`src/logic/irq_pkg.sv`:
```
// Purpose: shared constants for the interrupt and reset status block and its core end
// Assumes: 8-bit registers reached by a 3-bit register index
// Notes:   byte address on the software bus is four times the register index
package irq_pkg;

  // ---------------------------------------------------------------
  // register indices
  // ---------------------------------------------------------------
  localparam int unsigned IDX_W         = 3;
  localparam int unsigned DATA_W        = 8;
  localparam logic [2:0]  IDX_INTCTL    = 3'h0;
  localparam logic [2:0]  IDX_PIE       = 3'h1;
  localparam logic [2:0]  IDX_PIR       = 3'h2;
  localparam logic [2:0]  IDX_RSTAT     = 3'h3;
  localparam logic [2:0]  IDX_PCMASK    = 3'h4;
  localparam logic [2:0]  IDX_LINKSTAT  = 3'h5;

  // ---------------------------------------------------------------
  // interrupt_control fields
  // ---------------------------------------------------------------
  localparam int unsigned B_GLOBAL      = 7;
  localparam int unsigned B_PGROUP      = 6;
  localparam int unsigned B_T0_EN       = 5;
  localparam int unsigned B_EXT_EN      = 4;
  localparam int unsigned B_PC_EN       = 3;
  localparam int unsigned B_T0_FLAG     = 2;
  localparam int unsigned B_EXT_FLAG    = 1;
  localparam int unsigned B_PC_FLAG     = 0;

  // ---------------------------------------------------------------
  // peripheral enable and flag fields
  // ---------------------------------------------------------------
  localparam int unsigned B_CONV        = 6;
  localparam int unsigned B_CAPCOMP     = 5;
  localparam int unsigned B_CMP2        = 4;
  localparam int unsigned B_CMP1        = 3;
  localparam int unsigned B_TMR2        = 1;
  localparam int unsigned B_TMR1        = 0;
  localparam logic [7:0]  PERIPH_FULL   = 8'h7B;
  localparam logic [7:0]  PERIPH_SMALL  = 8'h19;

  // ---------------------------------------------------------------
  // reset_cause_status fields
  // ---------------------------------------------------------------
  localparam int unsigned B_POWERON     = 1;
  localparam int unsigned B_BROWNOUT    = 0;
  localparam int unsigned B_BO_SW_EN    = 2;
  localparam int unsigned PORT_W        = 6;

  // ---------------------------------------------------------------
  // reset values
  // ---------------------------------------------------------------
  localparam logic [7:0]  INTCTL_RST    = 8'h00;
  localparam logic [7:0]  PIE_RST       = 8'h00;
  localparam logic [7:0]  PIR_RST       = 8'h00;
  localparam logic [5:0]  PCMASK_RST    = 6'h00;
  localparam logic        POWERON_RST   = 1'b0;
  localparam logic        BROWNOUT_RST  = 1'b0;
  localparam logic        BO_SW_EN_RST  = 1'b0;

  // ---------------------------------------------------------------
  // modes and states
  // ---------------------------------------------------------------
  typedef enum logic [1:0] {CC_OFF, CC_CAPTURE, CC_COMPARE, CC_PWM} capcomp_mode_e;
  typedef enum logic [1:0] {ST_IDLE, ST_ISSUE, ST_FETCH, ST_DONE} host_state_e;

endpackage

```
`src/logic/irq_link_if.sv`:
```
// Purpose: link between the interrupt block and the processor core side
// Assumes: both ends run on the same clock
// Notes:   pin levels cross unsynchronised; the block synchronises them
`timescale 1ns/100ps
`default_nettype none
interface irq_link_if;
  logic                    reg_wr;
  logic                    reg_rd;
  logic [2:0]              reg_idx;
  logic [7:0]              reg_wdata;
  logic [7:0]              reg_rdata;
  logic                    irq_req;
  logic                    timer0_ovf;
  logic                    ext_irq_pin;
  logic                    ext_edge_select;
  logic [5:0]              io_port;
  logic [1:0]              comparator_out;
  logic                    converter_done;
  logic                    capture_evt;
  logic                    compare_evt;
  irq_pkg::capcomp_mode_e  capcomp_mode;
  logic                    timer2_match;
  logic                    timer1_ovf;
  logic                    brownout_evt;

  modport dev (
    input  reg_wr, reg_rd, reg_idx, reg_wdata, timer0_ovf, ext_irq_pin, ext_edge_select, io_port,
           comparator_out, converter_done, capture_evt, compare_evt, capcomp_mode, timer2_match,
           timer1_ovf, brownout_evt,
    output reg_rdata, irq_req
  );
  modport core (
    output reg_wr, reg_rd, reg_idx, reg_wdata, timer0_ovf, ext_irq_pin, ext_edge_select, io_port,
           comparator_out, converter_done, capture_evt, compare_evt, capcomp_mode, timer2_match,
           timer1_ovf, brownout_evt,
    input  reg_rdata, irq_req
  );
endinterface
`default_nettype wire

```
`src/logic/interrupt_and_reset_status.sv`:
```
// Purpose: interrupt enables, sticky flags, core request and reset-cause status
// Assumes: rst_i is the power-on reset; pins arrive asynchronously
// Notes:   register access answers one cycle after the strobe on reg_rdata
//
// Implementation choices: the placing of the registers and the Avalon-MM slave port.
`timescale 1ns/100ps
`default_nettype none
module interrupt_and_reset_status #(
  parameter bit REDUCED = 1'b0
) (
  input  wire logic   mclk_i,
  input  wire logic   rst_i,
  irq_link_if.dev     link,
  output logic        brownout_sw_enable_o
);
  localparam int unsigned PW = irq_pkg::PORT_W;

  // ---------------------------------------------------------------
  // declarations
  // ---------------------------------------------------------------
  logic [7:0]    intctl_reg;
  logic [7:0]    intctl_next;
  logic [7:0]    pie_reg;
  logic [7:0]    pie_next;
  logic [7:0]    pir_reg;
  logic [7:0]    pir_next;
  logic [PW-1:0] pcmask_reg;
  logic [PW-1:0] pin_hit_reg;
  logic [PW-1:0] pin_hit_next;
  logic          poweron_reg;
  logic          brownout_reg;
  logic          brownout_next;
  logic          bo_sw_en_reg;
  logic [7:0]    rdata_reg;
  logic [7:0]    rd_word;
  logic [7:0]    impl_mask;
  logic [8:0]    pins;
  logic [8:0]    pin_change;
  logic [8:0]    pin_rise;
  logic [8:0]    pin_fall;
  logic          wr_intctl;
  logic          wr_pie;
  logic          wr_pir;
  logic          wr_rstat;
  logic          wr_pcmask;
  logic          ev_t0;
  logic          ev_ext;
  logic          ev_pc;
  logic [7:0]    ev_periph;
  logic          cc_hit;
  logic          core_req;
  logic          periph_req;

  // ---------------------------------------------------------------
  // pin synchronising and edge finding
  // ---------------------------------------------------------------
  assign pins = {link.comparator_out, link.ext_irq_pin, link.io_port};

  edge_watch #(
    .W (9)
  ) u_edges (
    .mclk_i   (mclk_i),
    .rst_i    (rst_i),
    .pin_i    (pins),
    .change_o (pin_change),
    .rise_o   (pin_rise),
    .fall_o   (pin_fall)
  );

  // ---------------------------------------------------------------
  // write decode
  // ---------------------------------------------------------------
  function automatic logic hit(input logic [2:0] idx, input logic [2:0] want);
    hit = (idx == want);
  endfunction

  assign wr_intctl = link.reg_wr && hit(link.reg_idx, irq_pkg::IDX_INTCTL);
  assign wr_pie    = link.reg_wr && hit(link.reg_idx, irq_pkg::IDX_PIE);
  assign wr_pir    = link.reg_wr && hit(link.reg_idx, irq_pkg::IDX_PIR);
  assign wr_rstat  = link.reg_wr && hit(link.reg_idx, irq_pkg::IDX_RSTAT);
  assign wr_pcmask = link.reg_wr && hit(link.reg_idx, irq_pkg::IDX_PCMASK);

  // implemented peripheral bits for this variant
  assign impl_mask = REDUCED ? irq_pkg::PERIPH_SMALL : irq_pkg::PERIPH_FULL;

  // ---------------------------------------------------------------
  // event sources
  // ---------------------------------------------------------------
  // timer0 count lives in the core; only its rollover pulse comes here
  assign ev_t0  = link.timer0_ovf;
  assign ev_ext = link.ext_edge_select ? pin_rise[PW] : pin_fall[PW];
  assign ev_pc  = |pin_change[PW-1:0];
  assign cc_hit = ((link.capcomp_mode == irq_pkg::CC_CAPTURE) && link.capture_evt)
               || ((link.capcomp_mode == irq_pkg::CC_COMPARE) && link.compare_evt);

  // peripheral events placed at their flag positions
  always_comb begin
    ev_periph                     = 8'h00;
    ev_periph[irq_pkg::B_CONV]    = link.converter_done;
    ev_periph[irq_pkg::B_CAPCOMP] = cc_hit;
    ev_periph[irq_pkg::B_CMP2]    = pin_change[PW+2];
    ev_periph[irq_pkg::B_CMP1]    = pin_change[PW+1];
    ev_periph[irq_pkg::B_TMR2]    = link.timer2_match;
    ev_periph[irq_pkg::B_TMR1]    = link.timer1_ovf;
  end

  // ---------------------------------------------------------------
  // next values: software write, then events win: flag events over clears, the brownout event over sets
  // ---------------------------------------------------------------
  always_comb begin
    intctl_next = wr_intctl ? link.reg_wdata : intctl_reg;
    intctl_next[irq_pkg::B_T0_FLAG]  = intctl_next[irq_pkg::B_T0_FLAG] | ev_t0;
    intctl_next[irq_pkg::B_EXT_FLAG] = intctl_next[irq_pkg::B_EXT_FLAG] | ev_ext;
    intctl_next[irq_pkg::B_PC_FLAG]  = intctl_next[irq_pkg::B_PC_FLAG] | ev_pc;
    pie_next = (wr_pie ? link.reg_wdata : pie_reg) & impl_mask;
    pir_next = ((wr_pir ? link.reg_wdata : pir_reg) | ev_periph) & impl_mask;
    // per-pin history follows the port change flag
    pin_hit_next = intctl_next[irq_pkg::B_PC_FLAG] ? pin_hit_reg : '0;
    pin_hit_next = pin_hit_next | pin_change[PW-1:0];
    brownout_next = wr_rstat ? link.reg_wdata[irq_pkg::B_BROWNOUT] : brownout_reg;
    brownout_next = brownout_next & ~link.brownout_evt;
  end

  // ---------------------------------------------------------------
  // register state
  // ---------------------------------------------------------------
  always_ff @(posedge mclk_i or posedge rst_i) begin
    if (rst_i) begin
      intctl_reg  <= irq_pkg::INTCTL_RST;
      pie_reg     <= irq_pkg::PIE_RST;
      pir_reg     <= irq_pkg::PIR_RST;
      pin_hit_reg <= irq_pkg::PCMASK_RST;
      pcmask_reg  <= irq_pkg::PCMASK_RST;
      poweron_reg <= irq_pkg::POWERON_RST;
      brownout_reg <= irq_pkg::BROWNOUT_RST;
      bo_sw_en_reg <= irq_pkg::BO_SW_EN_RST;
    end else begin
      intctl_reg  <= intctl_next;
      pie_reg     <= pie_next;
      pir_reg     <= pir_next;
      pin_hit_reg <= pin_hit_next;
      brownout_reg <= brownout_next;
      if (wr_pcmask) begin
        pcmask_reg <= link.reg_wdata[PW-1:0];
      end
      if (wr_rstat) begin
        poweron_reg  <= link.reg_wdata[irq_pkg::B_POWERON];
        bo_sw_en_reg <= link.reg_wdata[irq_pkg::B_BO_SW_EN];
      end
    end
  end

  // ---------------------------------------------------------------
  // read mux
  // ---------------------------------------------------------------
  always_comb begin
    rd_word = 8'h00;
    case (link.reg_idx)
      irq_pkg::IDX_INTCTL: rd_word = intctl_reg;
      irq_pkg::IDX_PIE:    rd_word = pie_reg & impl_mask;
      irq_pkg::IDX_PIR:    rd_word = pir_reg & impl_mask;
      irq_pkg::IDX_RSTAT: begin
        rd_word[irq_pkg::B_POWERON]  = poweron_reg;
        rd_word[irq_pkg::B_BROWNOUT] = brownout_reg & bo_sw_en_reg;
      end
      irq_pkg::IDX_PCMASK: rd_word = {2'b00, pcmask_reg};
      default:             rd_word = 8'h00;
    endcase
  end

  // read data is held from the strobe edge until the next read
  always_ff @(posedge mclk_i or posedge rst_i) begin
    if (rst_i) begin
      rdata_reg <= 8'h00;
    end else if (link.reg_rd) begin
      rdata_reg <= rd_word;
    end
  end

  // ---------------------------------------------------------------
  // request to the core
  // ---------------------------------------------------------------
  assign core_req = (intctl_reg[irq_pkg::B_T0_FLAG] & intctl_reg[irq_pkg::B_T0_EN])
                  | (intctl_reg[irq_pkg::B_EXT_FLAG] & intctl_reg[irq_pkg::B_EXT_EN])
                  | (intctl_reg[irq_pkg::B_PC_FLAG] & intctl_reg[irq_pkg::B_PC_EN]
                     & |(pin_hit_reg & pcmask_reg));
  assign periph_req = intctl_reg[irq_pkg::B_PGROUP] & |(pir_reg & pie_reg & impl_mask);

  assign link.irq_req  = intctl_reg[irq_pkg::B_GLOBAL] & (core_req | periph_req);
  assign link.reg_rdata = rdata_reg;
  assign brownout_sw_enable_o = bo_sw_en_reg;
endmodule
`default_nettype wire

```
`src/logic/edge_watch.sv`:
```
// Purpose: synchronise pin levels and report change, rise and fall per bit
// Assumes: inputs are asynchronous to mclk_i
// Notes:   outputs are one-cycle pulses, one to two cycles after the pin moves
`timescale 1ns/100ps
`default_nettype none
module edge_watch #(
  parameter int unsigned W = 9
) (
  input  wire logic          mclk_i,
  input  wire logic          rst_i,
  input  wire logic [W-1:0]  pin_i,
  output logic      [W-1:0]  change_o,
  output logic      [W-1:0]  rise_o,
  output logic      [W-1:0]  fall_o
);
  logic [W-1:0] meta_reg;
  logic [W-1:0] sync_reg;
  logic [W-1:0] last_reg;

  // ---------------------------------------------------------------
  // two-stage synchroniser and history
  // ---------------------------------------------------------------
  always_ff @(posedge mclk_i or posedge rst_i) begin
    if (rst_i) begin
      meta_reg <= '0;
      sync_reg <= '0;
      last_reg <= '0;
    end else begin
      meta_reg <= pin_i;
      sync_reg <= meta_reg;
      last_reg <= sync_reg;
    end
  end

  // edges seen between the synced and the history stage
  assign change_o = sync_reg ^ last_reg;
  assign rise_o   = sync_reg & ~last_reg;
  assign fall_o   = ~sync_reg & last_reg;
endmodule
`default_nettype wire

```
`src/flat_wrapper.sv`:
```
// flat-port wrapper written by rule: the top's interface ports become plain ports
module interrupt_and_reset_status_flat 
#(
  parameter bit REDUCED = 1'b0
)
  (mclk_i, rst_i, brownout_sw_enable_o, link_reg_wr, link_reg_rd, link_reg_idx, link_reg_wdata, link_timer0_ovf, link_ext_irq_pin, link_ext_edge_select, link_io_port, link_comparator_out, link_converter_done, link_capture_evt, link_compare_evt, link_capcomp_mode, link_timer2_match, link_timer1_ovf, link_brownout_evt, link_reg_rdata, link_irq_req);
  irq_link_if link_i ();
  input  wire logic mclk_i;
  input  wire logic rst_i;
  output logic brownout_sw_enable_o;
  input wire logic [$bits(link_i.reg_wr)-1:0] link_reg_wr;
  input wire logic [$bits(link_i.reg_rd)-1:0] link_reg_rd;
  input wire logic [$bits(link_i.reg_idx)-1:0] link_reg_idx;
  input wire logic [$bits(link_i.reg_wdata)-1:0] link_reg_wdata;
  input wire logic [$bits(link_i.timer0_ovf)-1:0] link_timer0_ovf;
  input wire logic [$bits(link_i.ext_irq_pin)-1:0] link_ext_irq_pin;
  input wire logic [$bits(link_i.ext_edge_select)-1:0] link_ext_edge_select;
  input wire logic [$bits(link_i.io_port)-1:0] link_io_port;
  input wire logic [$bits(link_i.comparator_out)-1:0] link_comparator_out;
  input wire logic [$bits(link_i.converter_done)-1:0] link_converter_done;
  input wire logic [$bits(link_i.capture_evt)-1:0] link_capture_evt;
  input wire logic [$bits(link_i.compare_evt)-1:0] link_compare_evt;
  input wire logic [$bits(link_i.capcomp_mode)-1:0] link_capcomp_mode;
  input wire logic [$bits(link_i.timer2_match)-1:0] link_timer2_match;
  input wire logic [$bits(link_i.timer1_ovf)-1:0] link_timer1_ovf;
  input wire logic [$bits(link_i.brownout_evt)-1:0] link_brownout_evt;
  output wire logic [$bits(link_i.reg_rdata)-1:0] link_reg_rdata;
  output wire logic [$bits(link_i.irq_req)-1:0] link_irq_req;
  assign link_i.reg_wr = link_reg_wr;
  assign link_i.reg_rd = link_reg_rd;
  assign link_i.reg_idx = link_reg_idx;
  assign link_i.reg_wdata = link_reg_wdata;
  assign link_i.timer0_ovf = link_timer0_ovf;
  assign link_i.ext_irq_pin = link_ext_irq_pin;
  assign link_i.ext_edge_select = link_ext_edge_select;
  assign link_i.io_port = link_io_port;
  assign link_i.comparator_out = link_comparator_out;
  assign link_i.converter_done = link_converter_done;
  assign link_i.capture_evt = link_capture_evt;
  assign link_i.compare_evt = link_compare_evt;
  assign link_i.capcomp_mode = link_capcomp_mode;
  assign link_i.timer2_match = link_timer2_match;
  assign link_i.timer1_ovf = link_timer1_ovf;
  assign link_i.brownout_evt = link_brownout_evt;
  assign link_reg_rdata = link_i.reg_rdata;
  assign link_irq_req = link_i.irq_req;
  interrupt_and_reset_status #(.REDUCED(REDUCED)) u_core (.mclk_i(mclk_i), .rst_i(rst_i), .link(link_i), .brownout_sw_enable_o(brownout_sw_enable_o));
endmodule
```
`config.mk`:
```
export PLATFORM = sky130hd
export DESIGN_NAME = interrupt_and_reset_status_flat
export DESIGN_NICKNAME = d
export VERILOG_FILES = /design/src/logic/irq_pkg.sv /design/src/logic/irq_link_if.sv /design/src/logic/interrupt_and_reset_status.sv /design/src/logic/edge_watch.sv /design/src/flat_wrapper.sv
export SDC_FILE = /design/constraint.sdc
export NUM_CORES = 1
export LEC_CHECK = 0
export BUFFER_PORTS_ARGS = -buffer_cell sky130_fd_sc_hd__buf_2
export CORE_MARGIN = 2
export CORE_UTILIZATION = 40
export CTS_BUF_LIST = sky130_fd_sc_hd__clkbuf_16
export DETAILED_ROUTE_END_ITERATION = 16
export PLACE_DENSITY = 0.65
export SYNTH_ARGS = -nofsm -noshare
export SYNTH_HDL_FRONTEND = slang
export SYNTH_SLANG_ARGS = --single-unit
```
`constraint.sdc`:
```
create_clock -name mclk_i -period 2.7 [get_ports mclk_i]
set_clock_uncertainty 0.2 [all_clocks]
set_input_delay 0.27 -clock mclk_i [delete_from_list [all_inputs] [get_ports mclk_i]]
set_output_delay 0.27 -clock mclk_i [all_outputs]
set_load 0.02 [all_outputs]
```
==> results.txt, run 1 <==
Pleak - 1.59 nW
Min Tclk post-route - 2290 ps
Layout cells sized above 1 - 31.4%
Setup bufs post-CTS - 0
Critical path peak fanout - 3
M3 GR Usage - 5.47%
Avg Inst Size Synth - 13.5 um^2
Seq cells post-synth - 70
I/O Buffers - 43
HP Class - in -> reg
Global route total overflow - 0
Worst skew pair latency - 330 ps
CTS tree - done
CP startpoint kind - flip-flop
Inst Count DP - 340
Fin cells - 373
# clock sinks - 70
Ant. Diodes - 0
Final period util - 84.8%
First-pass GRT wire length - 9.50 mm
Net Count, Synth - 241
Critical Path AT - 1820 ps
Top_reg_cell synth - dfrtp_1
Filler Cell Count - 610
Vias per inst - 4.95
Buf+Inv Stages, Crit Path - 1
# nets final - 306
CTS root buf - clkbuf_16
Sequential cell area - 1750 um^2
DIE AREA - 7680 um^2
Initial antenna violation count - 0
Critical Path Stages - 5
Setup violators final - 0
Starting Density - 41.2%
RSZ-0062 raised after global routing - false
Crit path cell chain - a22oi_1, nand3_1, a222oi_1, a21boi_0, buf_2
Largest net degree at the start of global routing - 44
Routed len/inst - 15.4 um
Post-layout util - 52.7%
CTS resizes - 0
Routed Antenna Nets - 0
Clk slew on worst S/H paths - 60 ps
Reg2Reg Depth - 4
Achievable Freq - 437 MHz
Fin. max-slew vios - 0
Post-synth EDFFs - 0
Routed Wire Length - 5.73 mm
Busiest grt layer - met2
DRT Pass-1 Iters - 4
Critical path startpoint - u_core.pir_reg[3]
Number of DRC markers in iteration 0 - 102
Slew @ Worst Pin - 743 ps
Tot Pwr - 2.80 mW
Seq/Total Area, Yosys - 62.6%
Share of flip-flops with an asynchronous set or reset - 100%
Crit-path max cell delay - 420 ps
Die height - 87.6 um
Core area - 6790 um^2
Die Span X - 87.6 um
Commonest cells after routing, fill and taps aside - dfrtp_1 (70), buf_2 (43), mux2_2 (19)
WS Path Type - reg -> out
H-tree Lvls - 3
Slew HR - 50.1%
Max IR drop VDD - 0.000440 V
Max clock buf depth - 2
Io pins - 44
Met1 track demand over resource - 21.5%
Synth Cell Area - 2800 um^2
MaxCap Viol Count - 0
Cts bufs inserted - 9
Worst reg2reg path startpoint - u_core.u_edges.last_reg[2]
Pwr Density - 781 nW/um^2
Family with the most delay on the worst path - compound AO/OA/AOI/OAI gates
Final hold vios - 0
CP max stage cell - dfrtp_1
Area grow syn2layout - 28.0%
Worst Path Required - 2230 ps
Status - finished, final reports clean
Row count - 30
Netlist cell types - 39
Detailed placer's ending HPWL - 3.98 mm
Most common cell after layout, fill and taps aside - dfrtp_1
Worst setup endpoint - link_irq_req
Reg-to-reg endpoint - u_core.pin_hit_reg[3]
Area of the multi-input gates - 951 um^2
CP endpoint kind - output pin
Synth Instances - 207
Met2 usage - 26.3%
GRT Total Usage - 16.9%
Ys Warns - 0
Via count - 1,847
DR DRC count - 0
R2r setup slk - 800 ps
Vias in the first global route - 1,902
Setup_tns - 0 ps
Routability cong. - 0.882
## metrics by stage
step / hold slack, ps / setup slack [ps] / area, um^2
3_5_place_dp: 135 / 786 / 3090
4_1_cts: 2.19 / 470 / 3580
3_3_place_gp: 132 / 854 / 3090
6_report: 3.35 / 411 / 3580
5_1_grt: 9.66 / 370 / 3580
2_1_floorplan: 101 / 462 / 2800
## power by group
part	total (mW)	switching [mW]	internal [mW]
combinational	0.320	0.155	0.165
sequential	1.23	0.0790	1.15
clock	1.25	0.436	0.810
## routing by layer
metal  share of wire [%]  routed length (um)
met4                 2.0                 113
met5                   0                   0
met2                  48                2720
met3                 5.2                 300
met1                  45                2590
## layout make-up
class	count	share of cell area, %
sequential	70	48.9
multi-input combinational	123	26.6
timing repair buffer	62	11.5
clock buffer	9	6.29
tap	96	3.35
clock inverter	7	2.73
inverter	6	0.629
## logic make-up (layout without fill, tap and decap cells)
kind of cell              Yosys count  after routing  synth area share [%]
AOI/OAI and AO/OA                  37             37                  9.35
buffers and inverters              14             84                  3.40
DFF                                70             70                  62.6
muxes                              30             30                  12.9
xor gates and xnor gates            8              8                  2.50
and+or+nand+nor                    48             48                  9.21
## worst min-delay path by stage
stage                     cells past startpoint                        from                          to  slack (ps)
after detailed placement                      0  u_core.u_edges.meta_reg[8]  u_core.u_edges.sync_reg[8]         130
after floorplan                               0             link_io_port[0]  u_core.u_edges.meta_reg[0]         100
after global routing                          2           link_reg_wdata[2]        u_core.intctl_reg[2]          10
final                                         2           link_reg_wdata[2]        u_core.intctl_reg[2]           3
after CTS                                     3            link_capture_evt           u_core.pir_reg[5]           2
after global placement                        0  u_core.u_edges.meta_reg[5]  u_core.u_edges.sync_reg[5]         130
## synthesized netlist by cell type, types with 2 or more instances
| cell | number | share of area (%) |
|---|---|---|
| dfrtp_1 | 70 | 63 |
| nand3_1 | 12 | 2.1 |
| mux2i_1 | 8 | 2.9 |
| a31oi_1 | 5 | 1.1 |
| nand2_1 | 13 | 1.7 |
| o2bb2ai_1 | 2 | 0.63 |
| nand2b_1 | 2 | 0.45 |
| a22oi_1 | 10 | 2.7 |
| nor2b_1 | 2 | 0.45 |
| mux2_2 | 19 | 7.6 |
| nand3b_1 | 4 | 1.1 |
| o21a_1 | 3 | 0.80 |
| a2bb2oi_1 | 3 | 0.94 |
| inv_1 | 5 | 0.67 |
| o211ai_1 | 2 | 0.54 |
| xnor2_1 | 6 | 1.9 |
| buf_2 | 3 | 0.54 |
| nor2_1 | 7 | 0.94 |
| o21ai_0 | 3 | 0.54 |
| mux4_2 | 2 | 1.6 |
| xor2_1 | 2 | 0.63 |
| a21oi_1 | 5 | 0.89 |
| buf_6 | 3 | 1.2 |
## timing repair
item | in CTS | in global routing
hold buffers | 17 | 0
hold endpoints to repair | 43 | 0
endpoints found under the setup margin | 0 | 0
(Power assumes the default switching activity.)
==> inputs of run 2 (changes only) <==
==> constraint.sdc (replaced) <==
create_clock -name mclk_i -period 2.2 [get_ports mclk_i]
set_clock_uncertainty 0.2 [all_clocks]
set_input_delay 0.22 -clock mclk_i [delete_from_list [all_inputs] [get_ports mclk_i]]
set_output_delay 0.22 -clock mclk_i [all_outputs]
set_load 0.02 [all_outputs]
==> run 2 against run 1 <==
Design area grew 3.1%; sequential cell count is the same; critical path depth is the same; power grew 27%; via count grew 1.0%; die area is the same; count of clock-buffer cells in the layout is the same; routed wire length shrank 2.2%; setup slack lost 260 ps; non-clock buffer count grew 9; sequential share of layout area shrank 1.5 points; critical path type unchanged; critical endpoint unchanged; largest power group unchanged; highest routed layer unchanged.
==> results.txt, run 2 (synthesis results as in run 1) <==
Row count - 30 (unchanged)
Inst Count DP - 342 (was 340)
H-tree Lvls - 3 (unchanged)
Setup violators final - 0 (unchanged)
Commonest cells after routing, fill and taps aside - dfrtp_1 (70), buf_2 (43), dlygate4sd3_1 (24) (was dfrtp_1 (70), buf_2 (43), mux2_2 (19))
Critical Path AT - 1630 ps (was 1820 ps)
Crit path cell chain - a22oi_1, nand3_1, a222oi_1, a21boi_0, buf_2 (unchanged)
CP endpoint kind - output pin (unchanged)
Vias per inst - 4.88 (was 4.95)
DIE AREA - 7680 um^2 (unchanged)
Vias in the first global route - 1,917 (was 1,902)
First-pass GRT wire length - 9.36 mm (was 9.50 mm)
HP Class - in -> reg (unchanged)
Global route total overflow - 0 (unchanged)
I/O Buffers - 43 (unchanged)
Ant. Diodes - 0 (unchanged)
Routed Wire Length - 5.60 mm (was 5.73 mm)
Routability cong. - 0.874 (was 0.882)
Worst Path Required - 1780 ps (was 2230 ps)
Fin. max-slew vios - 0 (unchanged)
Cts bufs inserted - 9 (unchanged)
Slew HR - 75.6% (was 50.1%)
Reg2Reg Depth - 3 (was 4)
Hold Buf Count CTS - 24 (was 17)
Min Tclk post-route - 2050 ps
CTS resizes - 0 (unchanged)
Io pins - 44 (unchanged)
Post-layout util - 54.3% (was 52.7%)
Largest net degree at the start of global routing - 71 (was 44)
Die Span X - 87.6 um (unchanged)
Final hold vios - 0 (unchanged)
Family with the most delay on the worst path - compound AO/OA/AOI/OAI gates (unchanged)
# clock sinks - 70 (unchanged)
Routed len/inst - 14.7 um (was 15.4 um)
CP startpoint kind - flip-flop (unchanged)
CTS root buf - clkbuf_16 (unchanged)
M1 wire length - 2.50 mm (was 2.59 mm)
# nets final - 315 (was 306)
Layout cells sized above 1 - 31.5% (was 31.4%)
GRT Total Usage - 16.3% (was 16.9%)
RSZ-0062 raised after global routing - false (unchanged)
Met2 routed WL - 2.78 mm (was 2.72 mm)
Hold depth - 2 (unchanged)
Detailed placer's ending HPWL - 3.92 mm (was 3.98 mm)
Fin cells - 382 (was 373)
Setup bufs post-CTS - 0 (unchanged)
Worst skew pair latency - 330 ps (about the same)
CTS tree - done (unchanged)
DR DRC count - 0 (unchanged)
Via count - 1,866 (was 1,847)
Initial antenna violation count - 0 (unchanged)
Pleak - 1.63 nW (was 1.59 nW)
Achievable Freq - 487 MHz
Number of DRC markers in iteration 0 - 97 (was 102)
Area of the multi-input gates - 951 um^2 (unchanged)
Die height - 87.6 um (unchanged)
Most common cell after layout, fill and taps aside - dfrtp_1 (unchanged)
Routed Antenna Nets - 0 (unchanged)
Area grow syn2layout - 31.9% (was 28.0%)
Sequential cell area - 1750 um^2 (unchanged)
Critical path peak fanout - 3 (unchanged)
Starting Density - 41.2% (unchanged)
Final period util - 93.3%
Setup_tns - 0 ps (unchanged)
DRT Pass-1 Iters - 4 (unchanged)
Core area - 6790 um^2 (unchanged)
MaxCap Viol Count - 0 (unchanged)
Crit-path max cell delay - 410 ps (was 420 ps)
WS Path Type - reg -> out (unchanged)
Filler Cell Count - 580 (was 610)
Buf+Inv Stages, Crit Path - 1 (unchanged)
Max clock buf depth - 2 (unchanged)
Met3 WL post-DR - 249 um (was 300 um)
Critical Path Stages - 5 (unchanged)
CP max stage cell - dfrtp_1 (unchanged)
Slew @ Worst Pin - 366 ps (was 743 ps)
Pwr Density - 961 nW/um^2 (was 781 nW/um^2)
Highest metal used - met4 (unchanged)
Max IR drop VDD - 0.000478 V (was 0.000440 V)
Clk slew on worst S/H paths - 50 ps (was 60 ps)
Status - finished, final reports clean (unchanged)
==> run 2: changes by cell type in the layout (fill, tap and decap cells not counted) <==
cell           delta
clkinv_1          -1
dlygate4sd3_1     +7
bufinv_16         +1
buf_4             +2
clkinvlp_4        +1
inv_6             -1
==> run 2: final timing paths <==
kind                                             from                         end  slack, ps
setup / recovery                    u_core.pir_reg[3]                link_irq_req        150
hold / removal                      link_reg_wdata[3]        u_core.pcmask_reg[3]         10
hold reg to reg            u_core.u_edges.meta_reg[6]  u_core.u_edges.sync_reg[6]        150
setup reg to reg                 u_core.intctl_reg[2]        u_core.intctl_reg[2]        490
min in group asynchronous                       rst_i  u_core.u_edges.meta_reg[6]        300
max in group asynchronous                       rst_i           u_core.pir_reg[6]       1200
==> run 2: layout make-up <==
class	count	area share, %
tap	96	3.25
timing repair buffer	71	13.5
inverter	6	0.610
sequential	70	47.5
clock buffer	9	6.10
multi-input combinational	123	25.8
clock inverter	7	3.32
==> run 2: metrics by stage <==
| stage | hold slack (ps) | setup slack (ps) | cell area [um^2] | power, mW |
|---|---|---|---|---|
| 6_report | 12.9 | 146 | 3690 | 3.55 |
| 5_1_grt | 14.4 | 56.4 | 3690 | 3.70 |
| 4_1_cts | 8.11 | 159 | 3690 | 3.60 |
| 3_5_place_dp | 127 | 432 | 3100 | 1.90 |
| 3_3_place_gp | 122 | 480 | 3100 | 1.89 |
| 2_1_floorplan | 51.4 | 11.8 | 2800 | 1.76 |
==> run 2: report_power, final <==
group	leakage, nW	switching (mW)	total, mW	internal (mW)
registers	0.791	0.0933	1.51	1.41
clock network	0.162	0.531	1.64	1.11
logic	0.679	0.189	0.401	0.212
==> run 2: routing by layer <==
layer / GRT usage (%) / vias up
li1: - / 888
met1: 20.5 / 917
met2: 26.8 / 51
met3: 4.34 / 10
met4: 6.85 / 0
met5: 0 / -
==> inputs of run 3 (changes only) <==
--- a/config.mk
+++ b/config.mk
@@ -6,11 +6,14 @@
 export NUM_CORES = 1
 export LEC_CHECK = 0
 export BUFFER_PORTS_ARGS = -buffer_cell sky130_fd_sc_hd__buf_2
+export CELL_PAD_IN_SITES_DETAIL_PLACEMENT = 1
+export CELL_PAD_IN_SITES_GLOBAL_PLACEMENT = 2
 export CORE_MARGIN = 2
-export CORE_UTILIZATION = 40
+export CORE_UTILIZATION = 38
 export CTS_BUF_LIST = sky130_fd_sc_hd__clkbuf_16
 export DETAILED_ROUTE_END_ITERATION = 16
-export PLACE_DENSITY = 0.65
+export MAX_ROUTING_LAYER = met4
+export PLACE_DENSITY = 0.83
 export SYNTH_ARGS = -nofsm -noshare
 export SYNTH_HDL_FRONTEND = slang
 export SYNTH_SLANG_ARGS = --single-unit
==> run 3 against run 2 <==
Die area rose by 5.0%; register-to-register slack barely moved; via count rose by 1.0%; utilization fell by 3.0 points; sequential share of layout area rose by 0.097 points; hold slack improved by 3.3 ps; count of clock-buffer cells in the layout did not move; final cell count rose by 0.52%; first-iteration DRC count rose by 10%; design area fell by 0.20%; power rose by 0.84%; sequential power barely moved.
==> results.txt, run 3 (synthesis results as in run 1) <==
MaxCap Viol Count - 0 (unchanged)
First-pass GRT wire length - 10.7 mm (was 9.36 mm)
Setup violators final - 0 (unchanged)
Status - finished, final reports clean (unchanged)
Io pins - 44 (unchanged)
Critical path peak fanout - 10 (was 3)
Hold path start - link_reg_wdata[5] (was link_reg_wdata[3])
Cts bufs inserted - 9 (unchanged)
Starting Density - 39.0% (was 41.2%)
Worst skew pair latency - 320 ps (was 330 ps)
Vias per inst - 4.91 (was 4.88)
DRT Pass-1 Iters - 4 (unchanged)
DIE AREA - 8060 um^2 (was 7680 um^2)
WS Path Type - in -> reg (was reg -> out)
Max IR drop VDD - 0.000442 V (was 0.000478 V)
Number of DRC markers in iteration 0 - 107 (was 97)
CTS resizes - 0 (unchanged)
Fin. max-slew vios - 0 (unchanged)
Clk slew on worst S/H paths - 60 ps (was 50 ps)
Worst Path Required - 2210 ps (was 1780 ps)
RSZ-0062 raised after global routing - false (unchanged)
Via count - 1,885 (was 1,866)
Crit path cell chain - buf_2, nor2b_1, nand2_1, mux2i_1, o211ai_1, dlygate4sd3_1 (was a22oi_1, nand3_1, a222oi_1, a21boi_0, buf_2)
Min Tclk post-route - 2060 ps (was 2050 ps)
Routed Wire Length - 6.30 mm (was 5.60 mm)
Final setup margin - 145 ps (was 146 ps)
Buf+Inv Stages, Crit Path - 2 (was 1)
Largest net degree at the start of global routing - 71 (unchanged)
Initial antenna violation count - 0 (unchanged)
CP max stage cell - dlygate4sd3_1 (was dfrtp_1)
Ant. Diodes - 0 (unchanged)
I/O Buffers - 43 (unchanged)
Die height - 89.8 um (was 87.6 um)
CP endpoint kind - flip-flop (was output pin)
Routed Antenna Nets - 0 (unchanged)
Pwr Density - 971 nW/um^2 (was 961 nW/um^2)
CTS tree - done (unchanged)
Slew @ Worst Pin - 481 ps (was 366 ps)
Sequential cell area - 1750 um^2 (unchanged)
Global route total overflow - 0 (unchanged)
Commonest cells after routing, fill and taps aside - dfrtp_1 (70), buf_2 (43), dlygate4sd3_1 (23) (was dfrtp_1 (70), buf_2 (43), dlygate4sd3_1 (24))
Max clock buf depth - 2 (unchanged)
Pleak - 1.64 nW (was 1.63 nW)
Layout cells sized above 1 - 31.6% (was 31.5%)
Worst reg2reg path startpoint - u_core.intctl_reg[2] (unchanged)
Vias in the first global route - 2,021 (was 1,917)
Critical path startpoint - link_reg_idx[1] (was u_core.pir_reg[3])
GRT Total Usage - 17.7% (was 16.3%)
Most common cell after layout, fill and taps aside - dfrtp_1 (unchanged)
Fin area - 3680 um^2 (was 3690 um^2)
Die Span X - 89.8 um (was 87.6 um)
Core area - 7180 um^2 (was 6790 um^2)
Filler Cell Count - 730 (was 580)
Routability cong. - 0.806 (was 0.874)
HP Class - in -> reg (unchanged)
Final hold vios - 0 (unchanged)
Row count - 31 (was 30)
Area grow syn2layout - 31.7% (was 31.9%)
Crit-path max cell delay - 560 ps (was 410 ps)
Area of the multi-input gates - 951 um^2 (unchanged)
Dpl ws - 350 ps (was 432 ps)
Critical Path AT - 2060 ps (was 1630 ps)
# nets final - 314 (was 315)
Family with the most delay on the worst path - buffers and inverters (was compound AO/OA/AOI/OAI gates)
Setup bufs post-CTS - 0 (unchanged)
Slew HR - 67.9% (was 75.6%)
Placed Area - 3110 um^2 (was 3100 um^2)
Routed len/inst - 16.4 um (was 14.7 um)
Achievable Freq - 487 MHz (about the same)
Inst Count DP - 345 (was 342)
Setup_tns - 0 ps (unchanged)
Final period util - 93.4% (was 93.3%)
CP startpoint kind - input pin (was flip-flop)
Detailed placer's ending HPWL - 4.20 mm (was 3.92 mm)
Hold Buf Count CTS - 23 (was 24)
CTS root buf - clkbuf_16 (unchanged)
DR DRC count - 0 (unchanged)
Fin cells - 384 (was 382)
# clock sinks - 70 (unchanged)
H-tree Lvls - 3 (unchanged)
-- run 3: cell types whose count changed in the layout (fill, tap and decap cells not counted) --
cell	delta
clkinvlp_4	-2
dlygate4sd3_1	-1
inv_6	+1
clkinv_2	+1
-- run 3: per-stage QoR --
step | hold slack [ps] | power [mW] | utilization, %
3_3_place_gp | 125 | 1.89 | 43.3
5_1_grt | 9.67 | 3.73 | 51.3
2_1_floorplan | 51.4 | 1.76 | -
3_5_place_dp | 130 | 1.91 | 43.3
4_1_cts | 0.213 | 3.62 | 51.3
6_report | 16.2 | 3.58 | 51.3
-- run 3: area by class of cell --
class | instances | share of cell area (%)
Tap cell | 99 | 3.36
Multi-Input combinational cell | 123 | 25.8
Sequential cell | 70 | 47.6
Inverter | 6 | 0.611
Timing Repair Buffer | 70 | 13.2
Clock buffer | 9 | 6.11
Clock inverter | 7 | 3.29
-- run 3: path summary, 6_finish.rpt --
path                                                   end  slack [ps]  cells after the start
worst max-delay path                     u_core.pir_reg[5]         140                      6
worst min register to register  u_core.u_edges.sync_reg[2]         150                      0
min in group asynchronous       u_core.u_edges.meta_reg[7]         330                      4
worst min-delay path                  u_core.intctl_reg[5]          20                      2
max in group asynchronous       u_core.u_edges.last_reg[7]        1170                      4
worst max register to register        u_core.intctl_reg[2]         500                      3
-- run 3: per-layer routing --
| layer | vias up | wire (um) | GRT usage, % |
|---|---|---|---|
| met5 | - | 0 | - |
| met4 | 0 | 94 | 7.31 |
| met3 | 6 | 216 | 4.19 |
| met2 | 42 | 3160 | 28.4 |
| met1 | 949 | 2830 | 21.6 |
| li1 | 888 | - | - |
-- run 3: power by group --
part	internal [mW]	switching, mW	total (mW)
registers	1.41	0.0985	1.51
clock network	1.11	0.551	1.66
logic	0.212	0.191	0.403
total	2.74	0.840	3.58
